===== config.mk =====
export PLATFORM = sky130hd
export DESIGN_NAME = ppr_regs
export DESIGN_NICKNAME = d
export VERILOG_FILES = /design/src/core/ppr_pkg.sv /design/src/core/ppr_duty_pair.sv /design/src/core/ppr_regs.sv
export SDC_FILE = /design/constraint.sdc
export NUM_CORES = 1
export LEC_CHECK = 0
export ABC_AREA = 1
export BUFFER_PORTS_ARGS = -buffer_cell sky130_fd_sc_hd__clkbuf_2
export CORE_MARGIN = 1
export CORE_UTILIZATION = 25
export CTS_BUF_LIST = sky130_fd_sc_hd__clkbuf_4 sky130_fd_sc_hd__clkbuf_8
export CTS_CLUSTER_SIZE = 40
export DETAILED_ROUTE_END_ITERATION = 6
export REMOVE_ABC_BUFFERS = 1
export SLEW_MARGIN = 20
export SYNTH_ARGS = -nofsm -noshare
export SYNTH_HDL_FRONTEND = slang
export SYNTH_SLANG_ARGS = --single-unit

===== constraint.sdc =====
create_clock -name pclk -period 3 [get_ports pclk]
set_clock_uncertainty 0.1 [all_clocks]
set_input_delay 0.15 -clock pclk [delete_from_list [all_inputs] [get_ports pclk]]
set_output_delay 0.15 -clock pclk [all_outputs]
set_load 0.005 [all_outputs]

===== src/core/ppr_pkg.sv =====
// package: offsets, reset values and carriers for the pwm period/duty register front end
package ppr_pkg;
	// register indices; the apb byte address is four times the index
	localparam logic [7:0] IDX_CHAN0_PERIOD_LOW = 8'hDA;
	localparam logic [7:0] IDX_GROUP_PERIOD_HIGH = 8'hDB;
	localparam logic [7:0] IDX_GROUP_PERIOD_LOW = 8'hDC;
	localparam logic [7:0] IDX_CHAN3_DUTY_HIGH = 8'hDD;
	localparam logic [7:0] IDX_CHAN3_DUTY_LOW = 8'hDE;
	localparam logic [7:0] IDX_CHAN4_DUTY_HIGH = 8'hE9;
	localparam logic [7:0] IDX_CHAN4_DUTY_LOW = 8'hEA;
	localparam logic [7:0] IDX_CHAN5_DUTY_HIGH = 8'hEB;
	localparam logic [7:0] IDX_CHAN5_DUTY_LOW = 8'hEC;
	localparam logic [7:0] IDX_CHAN6_DUTY_HIGH = 8'hED;
	localparam logic [7:0] IDX_CHAN6_DUTY_LOW = 8'hEE;
	localparam logic [7:0] IDX_AUXILIARY_CONTROL = 8'hF8;

	// apb address width: eight index bits above two byte bits
	localparam int ADDR_W = 10;

	// auxiliary_control field positions
	localparam int AUX_FIRST_CLEAR_BIT = 3;
	localparam int AUX_GROUP_CLEAR_BIT = 2;

	// reset values
	localparam logic [7:0] RST_PERIOD_BYTE = 8'hFF;
	localparam logic [7:0] RST_DUTY_BYTE = 8'h00;
	localparam logic [7:0] RST_AUX = 8'h0C;
	localparam logic [7:0] AUX_IMPL_MASK = 8'h0C;

	// number of duty channels in this front end (channels 3 to 6)
	localparam int NUM_DUTY = 4;

	// one 16-bit duty pair: byte staging and read snapshot
	typedef struct packed {
		logic [7:0] wr_low_stage;
		logic [15:0] value;
		logic [7:0] rd_low_snap;
	} ppr_duty_t;

	typedef struct packed {
		logic wr;
		logic rd;
		logic sel_high;
		logic sel_low;
		logic [7:0] wdata;
	} ppr_byte_req_t;
endpackage


===== src/core/ppr_duty_pair.sv =====
// one 16-bit duty register pair with low-first write staging and high-first read snapshot
`timescale 1ns/1ps
module ppr_duty_pair #(
	parameter int WIDTH = 16
) (
	input wire logic pclk,
	input wire logic presetn,
	input wire ppr_pkg::ppr_byte_req_t req,
	output logic [7:0] rdata,
	output logic [WIDTH-1:0] duty,
	output logic update
);
	typedef struct packed {
		ppr_pkg::ppr_duty_t pair;
		logic upd;
	} ppr_pair_state_t;

	ppr_pair_state_t s_q;
	ppr_pair_state_t s_d;

	always_comb begin
		s_d = s_q;
		s_d.upd = 1'b0;
		if (req.wr && req.sel_low) begin
			// low byte only waits in staging; live value is untouched
			s_d.pair.wr_low_stage = req.wdata;
		end
		if (req.wr && req.sel_high) begin
			// high write commits both bytes as one update
			s_d.pair.value = {req.wdata, s_q.pair.wr_low_stage};
			s_d.upd = 1'b1;
		end
		if (req.rd && req.sel_high) begin
			s_d.pair.rd_low_snap = s_q.pair.value[7:0];
		end
	end

	always_ff @(posedge pclk or negedge presetn) begin
		if (!presetn) begin
			s_q <= '{pair: '{wr_low_stage: ppr_pkg::RST_DUTY_BYTE,
				value: {ppr_pkg::RST_DUTY_BYTE, ppr_pkg::RST_DUTY_BYTE},
				rd_low_snap: ppr_pkg::RST_DUTY_BYTE}, upd: 1'b0};
		end else begin
			s_q <= s_d;
		end
	end

	// low reads return the snapshot taken at the last high read
	always_comb begin
		rdata = 8'h00;
		if (req.sel_high) begin
			rdata = s_q.pair.value[15:8];
		end else if (req.sel_low) begin
			rdata = s_q.pair.rd_low_snap;
		end
	end

	assign duty = s_q.pair.value;
	assign update = s_q.upd;
endmodule


===== src/core/ppr_regs.sv =====
// apb register front end for pwm period, duty and clear-and-hold controls
// Notes on behaviour
// - duty write: low first, high commits both
// - duty read: high first captures low byte
// - duty bytes are read/write, reset zero
// - aux bit 2 clears and holds channels 1-6
//
// The implementer's own choice: register access over APB.
`timescale 1ns/1ps
module ppr_regs #(
	parameter int NUM_DUTY = ppr_pkg::NUM_DUTY
) (
	input wire logic pclk,
	input wire logic presetn,
	input wire logic psel,
	input wire logic penable,
	input wire logic pwrite,
	input wire logic [ppr_pkg::ADDR_W-1:0] paddr,
	input wire logic [31:0] pwdata,
	input wire logic [3:0] pstrb,
	output logic [31:0] prdata,
	output logic pready,
	output logic pslverr,
	output logic [7:0] chan0_period_low,
	output logic [15:0] group_period,
	output logic [16*NUM_DUTY-1:0] duty_values,
	output logic [NUM_DUTY-1:0] duty_update,
	output logic first_channel_clear_hold,
	output logic group_clear_hold
);
	typedef struct packed {
		logic [7:0] chan0_period_low;
		logic [7:0] group_period_high;
		logic [7:0] group_period_low;
		logic [7:0] auxiliary_control;
	} ppr_state_t;

	ppr_state_t s_q;
	ppr_state_t s_d;

	logic [7:0] idx;
	logic hit_regular;
	logic hit_any;
	logic access;
	logic wr_acc;
	logic rd_acc;
	logic [7:0] duty_rdata [NUM_DUTY];
	logic [7:0] duty_high_idx [NUM_DUTY];
	logic [7:0] duty_low_idx [NUM_DUTY];
	logic [NUM_DUTY-1:0] duty_hit;

	// registers answer in the access phase with no wait states
	assign access = psel && penable;
	assign idx = paddr[ppr_pkg::ADDR_W-1:2];
	assign wr_acc = access && pwrite && pstrb[0];
	assign rd_acc = access && !pwrite;

	assign duty_high_idx[0] = ppr_pkg::IDX_CHAN3_DUTY_HIGH;
	assign duty_low_idx[0] = ppr_pkg::IDX_CHAN3_DUTY_LOW;
	assign duty_high_idx[1] = ppr_pkg::IDX_CHAN4_DUTY_HIGH;
	assign duty_low_idx[1] = ppr_pkg::IDX_CHAN4_DUTY_LOW;
	assign duty_high_idx[2] = ppr_pkg::IDX_CHAN5_DUTY_HIGH;
	assign duty_low_idx[2] = ppr_pkg::IDX_CHAN5_DUTY_LOW;
	assign duty_high_idx[3] = ppr_pkg::IDX_CHAN6_DUTY_HIGH;
	assign duty_low_idx[3] = ppr_pkg::IDX_CHAN6_DUTY_LOW;

	genvar gi;
	generate
		for (gi = 0; gi < NUM_DUTY; gi++) begin : g_duty
			ppr_pkg::ppr_byte_req_t req;
			always_comb begin
				req.wr = wr_acc;
				req.rd = rd_acc;
				req.sel_high = (idx == duty_high_idx[gi]) && (paddr[1:0] == 2'h0);
				req.sel_low = (idx == duty_low_idx[gi]) && (paddr[1:0] == 2'h0);
				req.wdata = pwdata[7:0];
			end
			assign duty_hit[gi] = req.sel_high || req.sel_low;
			ppr_duty_pair #(
				.WIDTH(16)
			) u_pair (
				.pclk(pclk),
				.presetn(presetn),
				.req(req),
				.rdata(duty_rdata[gi]),
				.duty(duty_values[16*gi +: 16]),
				.update(duty_update[gi])
			);
		end
	endgenerate

	always_comb begin
		hit_regular = 1'b1;
		if (paddr[1:0] != 2'h0) begin
			hit_regular = 1'b0;
		end else begin
			unique case (idx)
				ppr_pkg::IDX_CHAN0_PERIOD_LOW,
				ppr_pkg::IDX_GROUP_PERIOD_HIGH,
				ppr_pkg::IDX_GROUP_PERIOD_LOW,
				ppr_pkg::IDX_AUXILIARY_CONTROL: hit_regular = 1'b1;
				default: hit_regular = 1'b0;
			endcase
		end
		hit_any = hit_regular || (|duty_hit);
	end

	always_comb begin
		s_d = s_q;
		if (wr_acc && hit_regular) begin
			unique case (idx)
				ppr_pkg::IDX_CHAN0_PERIOD_LOW: s_d.chan0_period_low = pwdata[7:0];
				ppr_pkg::IDX_GROUP_PERIOD_HIGH: s_d.group_period_high = pwdata[7:0];
				ppr_pkg::IDX_GROUP_PERIOD_LOW: s_d.group_period_low = pwdata[7:0];
				// only the two clear controls live here; other aux bits read zero
				ppr_pkg::IDX_AUXILIARY_CONTROL:
					s_d.auxiliary_control = pwdata[7:0] & ppr_pkg::AUX_IMPL_MASK;
				default: s_d = s_q;
			endcase
		end
	end

	// read data is combinational in the access phase so pready can stay high
	always_comb begin
		prdata = 32'h0000_0000;
		if (rd_acc) begin
			if (hit_regular) begin
				unique case (idx)
					ppr_pkg::IDX_CHAN0_PERIOD_LOW: prdata[7:0] = s_q.chan0_period_low;
					ppr_pkg::IDX_GROUP_PERIOD_HIGH: prdata[7:0] = s_q.group_period_high;
					ppr_pkg::IDX_GROUP_PERIOD_LOW: prdata[7:0] = s_q.group_period_low;
					ppr_pkg::IDX_AUXILIARY_CONTROL: prdata[7:0] = s_q.auxiliary_control;
					default: prdata = 32'h0000_0000;
				endcase
			end else begin
				for (int i = 0; i < NUM_DUTY; i++) begin
					if (duty_hit[i]) begin
						prdata[7:0] = duty_rdata[i];
					end
				end
			end
		end
	end

	always_ff @(posedge pclk or negedge presetn) begin
		if (!presetn) begin
			s_q <= '{chan0_period_low: ppr_pkg::RST_PERIOD_BYTE,
				group_period_high: ppr_pkg::RST_PERIOD_BYTE,
				group_period_low: ppr_pkg::RST_PERIOD_BYTE,
				auxiliary_control: ppr_pkg::RST_AUX};
		end else begin
			s_q <= s_d;
		end
	end

	assign pready = 1'b1;
	// unmapped or misaligned addresses answer with an error and have no effect
	assign pslverr = access && !hit_any;

	assign chan0_period_low = s_q.chan0_period_low;
	assign group_period = {s_q.group_period_high, s_q.group_period_low};
	// channels stay cleared while their hold bit is set
	assign first_channel_clear_hold = s_q.auxiliary_control[ppr_pkg::AUX_FIRST_CLEAR_BIT];
	assign group_clear_hold = s_q.auxiliary_control[ppr_pkg::AUX_GROUP_CLEAR_BIT];
endmodule


Word level (Yosys, flattened, before mapping). Index checks and enable logic that the tools add are counted.

Input port bits: 51. Output and inout bits: 128. Logic and storage cells: 94. Bits in registers: 158.

Reduce and logical (&&, ||, !) cells: 41. Equality and inequality tests: 12. Muxes and demuxes: 21.

Operators with widths (count): $mux W8 (14); $eq A8 B8 Y1 const B (12); $pmux W8 S4 (1); $logic_and A1 B1 Y1 (26); $reduce_and A2 Y1 (4); $reduce_or A4 Y1 (2); $mux W1 (6); $logic_or A1 B1 Y1 (5); $logic_not A1 Y1 (2); $logic_not A2 Y1 (1); $reduce_bool A2 Y1 (1).

Logic depth before layout (Yosys ltp).
Word-level depth: 10. Gate-level depth with buffers: 13. Depth with buffers taken out: 13.

Hierarchy. Synthesis repeated with hierarchy kept, for this count alone.

Cells, all modules: 1105. Area total of the unflattened synthesis: 8735.9 um^2.

By module, submodules not included: ppr_duty_pair (seq. area each 825.8 um^2, area an instance 1599.0 um^2, cells each 185, instances 4); ppr_regs (seq. area each 683.2 um^2, area an instance 2339.7 um^2, cells each 365, instances 1).

Worst setup path after synthesis. OpenSTA, ideal clock, no wires.

Kind: input to output. From: input port paddr[5] in the netlist's numbering. To: output port prdata[2]. Data required time: 2750 ps. Data arrival time: 1314 ps. Setup slack: 1436 ps. Path buffers: 0. Stages on the path: 12. Path through: nand2_1 nor2_2 nand3_4 inv_2 nor2_2 inv_1 nand2_1 nand2_1 nand2_1 nand2_1 nand2_1 a21oi_1.

Word-level cells in the longest chain between the ends: 10. Elaborated cells between the ends (all ways): 42. Those cells by class: 12 x eq/ne; 17 x mux; 13 x reduce/logical.

Ends and longest elaborated chain: from (decl) (line ppr_regs.sv:18) `input wire logic [ppr_pkg::ADDR_W-1:0] paddr,`; $eq A8 B8 Y1 (line ppr_regs.sv:75) `req.sel_low = (idx == duty_low_idx[gi]) && (paddr[1:0] == 2'h0);`; $logic_and A1 B1 Y1 (line ppr_regs.sv:75); $mux W8 (line ppr_duty_pair.sv:53) `end else if (req.sel_low) begin`; $mux W8 (line ppr_duty_pair.sv:51) `if (req.sel_high) begin`; $mux W8 (4 in a row) (line ppr_regs.sv:137) `if (duty_hit[i]) begin`; $mux W8 (*) (line ppr_regs.sv:127) `if (hit_regular) begin`; $mux W8 (*) (line ppr_regs.sv:126) `if (rd_acc) begin`; to (decl) (line ppr_regs.sv:21) `output logic [31:0] prdata,`.

Every way passes the cells marked *; elsewhere a longest branch is shown, timed or not.

Worst setup path in the final report.
From: input port paddr[1] in the netlist's numbering. To: output port prdata[5].

Word-level cells in the longest chain between the ends: 10. Elaborated cells between the ends (all ways): 29. Those cells by class: 15 x mux; 14 x reduce/logical.

Ends and longest elaborated chain (line): $logic_not A2 Y1 (ppr_regs.sv:74, ppr_regs.sv:75); $logic_and A1 B1 Y1 (ppr_regs.sv:75); $mux W8 (ppr_duty_pair.sv:53); $mux W8 (ppr_duty_pair.sv:51); $mux W8 (4 in a row) (ppr_regs.sv:137); $mux W8 (*) (ppr_regs.sv:127); $mux W8 (*) (ppr_regs.sv:126).

Marked as above.

==> results_dict.tcl <==
set metrics [dict create \
    status "finished, final reports clean" \
    drtAntennaViolNets 0 \
    path_cells "clkbuf_2 > nor2_8 > inv_2 > nor2_4 > nand2_1 > nand2_1 > inv_1 > o31ai_1 > a21oi_1 > nor2_1 > clkbuf_2" \
    via_per_inst 4.23 \
    cp_slowest_cell "o31ai_1" \
    timing.critical_path.buf_inv 4 \
    synth-simple-area-share_pct 20.9 \
    slowest_delay_ns 0.30 \
    grt_usage_pct 14.2 \
    syn-cell-area_sq_mm 0.00776 \
    tightest_slew_ns 0.928 \
    num-nets-final 969 \
    cts-root-buf "clkbuf_8" \
    final_util_pct 28.3 \
    gp_congestion 0.822 \
    finalInstanceArea_sq_mm 0.00866 \
    r2r-start "g_duty[2].u_pair.duty[3]$_DFFE_PN0P_" \
    drive_gt1_share_pct 28.5 \
    core_area_sq_mm 0.0306 \
    finalHoldViolCount 0 \
    grt_setup_unrepaired "false" \
    yosysMostFrequentCell "nand2_1" \
    reg2reg_depth 1 \
    post-synth-top-area-cell "dfrtp_1" \
    drt_iter0_markers 521 \
    cts.clk_slew.worst_paths_ns 0.08 \
    maxCapViolCount 0 \
    path_delay_family "simple AND/OR/NAND/NOR gates" \
    die_h_microns 178 \
    synthAdderAreaFrac_pct 0 \
    finalSetupTns_ns 0 \
    hold_path.class "in2reg" \
    routed_wl_mm 21.6 \
    critPathMaxFanout 10 \
    dpl-instance-area_sq_mm 0.00819 \
    antenna_found_initial 0 \
    die_area_sq_mm 0.0317 \
    netlist_instances 859 \
    synth_top_family_by_area "simple AND/OR/NAND/NOR gates" \
    drt_first_pass_iters 5 \
    synth_warnings 0 \
    comb_power_share_pct 3.9 \
    total_power_mw 4.01 \
    finalSetupViolCount 0 \
    clkPwrFrac_pct 42.9 \
    rr_endpoint "g_duty[2].u_pair.s_q[4]$_DFFE_PN0P_" \
    synth-compound-area-share_pct 10.4 \
    cp.depth 11 \
    cp-startpoint "paddr[1]" \
    synth_top_area_share_pct 42.6 \
    power.switching_mw 0.908 \
    wl_met1_mm 9.71 \
    grt_pass1_vias 5442 \
    vias 5611 \
    hpwl_mm 15.5 \
    syn_to_final_growth_pct 11.7 \
    cts_tree "done" \
    numCtsBuffers 17 \
    grt_pass1_wl_mm 33.1 \
    synth.area.mux_share_pct 4.07 \
    rows 64 \
    synth_cell_types 37 \
    fin_crit_sh_pct 76.4 \
    synth_common_cells "274 x nand2_1, 132 x dfrtp_1, 93 x buf_4" \
    synth_flop_cell "dfrtp_1" \
    slew_violations 0 \
    powerDensity_mw_per_mm2 463 \
    p_leak_nw 4.39 \
    ys_ff_latch 158 \
    initial_core_util_pct 25.4 \
    path_class "in2out" \
    ir_drop_v 0.000205 \
    htree_num_levels 4 \
    slew_headroom_pct 38.1 \
    synthTopCellsByArea "dfrtp_1 43%, nand2_1 13%, buf_4 9.0%" \
    clk_latency_ns 0.46 \
    min-delay-start "pwrite" \
    synth_edf_count 0 \
    cts.sinks 158 \
    min_period_ns 2.29 \
    wl_met2_mm 9.80 \
    final.fill_count 3261 \
    synth-xor-area-share_pct 0 \
    avgSynthCellArea_sq_um 9.03 \
    swShare_pct 22.6 \
    worst-endpoint-required_ns 2.75 \
    die_x_microns 178 \
    reg2reg_slack_ns 2.05 \
    power.internal_mw 3.10 \
    cts_setup_buffers 0 \
    cts_buffer_depth 2 \
    power_frac_seq_pct 53.2 \
    met3_length_mm 1.42 \
    highest_layer "met4" \
    cp-endpoint "prdata[5]" \
    wl_per_cell_microns 16.3 \
    drc_errors 0 \
    grt_overflow 0 \
    port_buffers 126 \
    synthArstFlopShare_pct 100 \
    ios 179 \
    grt_max_degree 159 \
    fmax_mhz 437 \
    cp.arrival_ns 2.04 \
    startpoint_type "input pin" \
    ys_seq_area_share_pct 51.4 \
    num_antenna_cells 0 \
    cp-end-kind "primary output" \
]
-- per-stage QoR --
step / cells / setup slack, ns / hold slack, ns
after global placement: 1291 / 0.776 / 0.267
after detailed placement: 1291 / 0.757 / 0.269
final: 1326 / 0.709 / 0.136
after floorplan: 764 / 1.17 / -0.246
after CTS: 1326 / 0.735 / 0.110
after global routing: 1326 / 0.591 / 0.124
-- power groups by stage --
stage / Sequential [mW] / Combinational [mW] / Clock (mW)
floorplan: 2.18 / 0.0532 / 0
global placement: 2.17 / 0.155 / 0
detailed placement: 2.17 / 0.157 / 0
CTS: 2.13 / 0.162 / 1.76
global route: 2.13 / 0.179 / 1.86
finish: 2.13 / 0.156 / 1.72
-- cell families (layout without fill, tap and decap cells) --
logic type,after synthesis,in the layout
other cells,2,25
flops,158,158
compound gates,145,145
buf+inv,166,214
simple gates,360,360
mux,28,28
-- final cells by class --
| cell class | count | area [sq um] | area share, % |
|---|---|---|---|
| clock buffers | 20 | 263 | 3.03 |
| repair buffers | 135 | 727 | 8.39 |
| flip-flops and latches | 158 | 3990 | 46.0 |
| clock inverters | 11 | 165 | 1.91 |
| multi-input cells | 558 | 2840 | 32.8 |
| inverters | 48 | 183 | 2.11 |
| well taps | 396 | 495 | 5.72 |
-- registers in the layout, summed over array words and instances, names as in the netlist --
name,flops
g_duty.u_pair.duty,64
first_channel_clear_hold,1
chan0_period_low,8
g_duty.u_pair.update,4
group_clear_hold,1
group_period,16
g_duty.u_pair.s_q,64
-- per-layer routing --
layer	GRT usage [%]	vias up
met1	18.2	2651
met3	4.50	34
met2	21.5	149
met4	6.55	0
met5	0	-
li1	-	2777
-- placed cells by master, fill, tap and decap left out, types with 2 or more instances in the layout --
cell,instances
nor3_4,2
dfrtp_1,132
nor2_4,4
inv_2,10
bufinv_16,4
clkinv_1,3
dfstp_2,26
clkbuf_4,2
o22ai_1,6
clkinv_4,2
o31ai_1,3
o21ai_1,31
nand2_2,9
nor2_2,6
nand3_1,17
nand4_1,8
o21ai_2,13
a21oi_1,24
mux2_1,8
clkbuf_8,18
clkinv_2,3
nand2_1,274
nand2_4,5
o21ai_0,66
conb_1,25
nor3_1,2
nor2_8,4
inv_1,35
nor2_1,24
mux2_2,20
dlygate4sd3_1,4
clkbuf_2,125
buf_4,4
-- how the worst min path moves through the flow --
stage                     slack (ns)  cells after the start                                    to
after detailed placement        0.27                      2  g_duty[3].u_pair.duty[8]$_DFFE_PN0P_
after floorplan                -0.25                      0  g_duty[0].u_pair.duty[0]$_DFFE_PN0P_
final                           0.14                      4     g_duty[3].u_pair.update$_DFF_PN0_
after CTS                       0.11                      4     g_duty[3].u_pair.update$_DFF_PN0_
after global placement          0.27                      2  g_duty[3].u_pair.duty[8]$_DFFE_PN0P_
after global routing            0.12                      4     g_duty[3].u_pair.update$_DFF_PN0_
-- repair_timing --
item                                   CTS  global route
gates resized for setup                  0             0
hold buffers                             4             0
endpoints found under the hold margin  135             0
(Power assumes the default switching activity.)
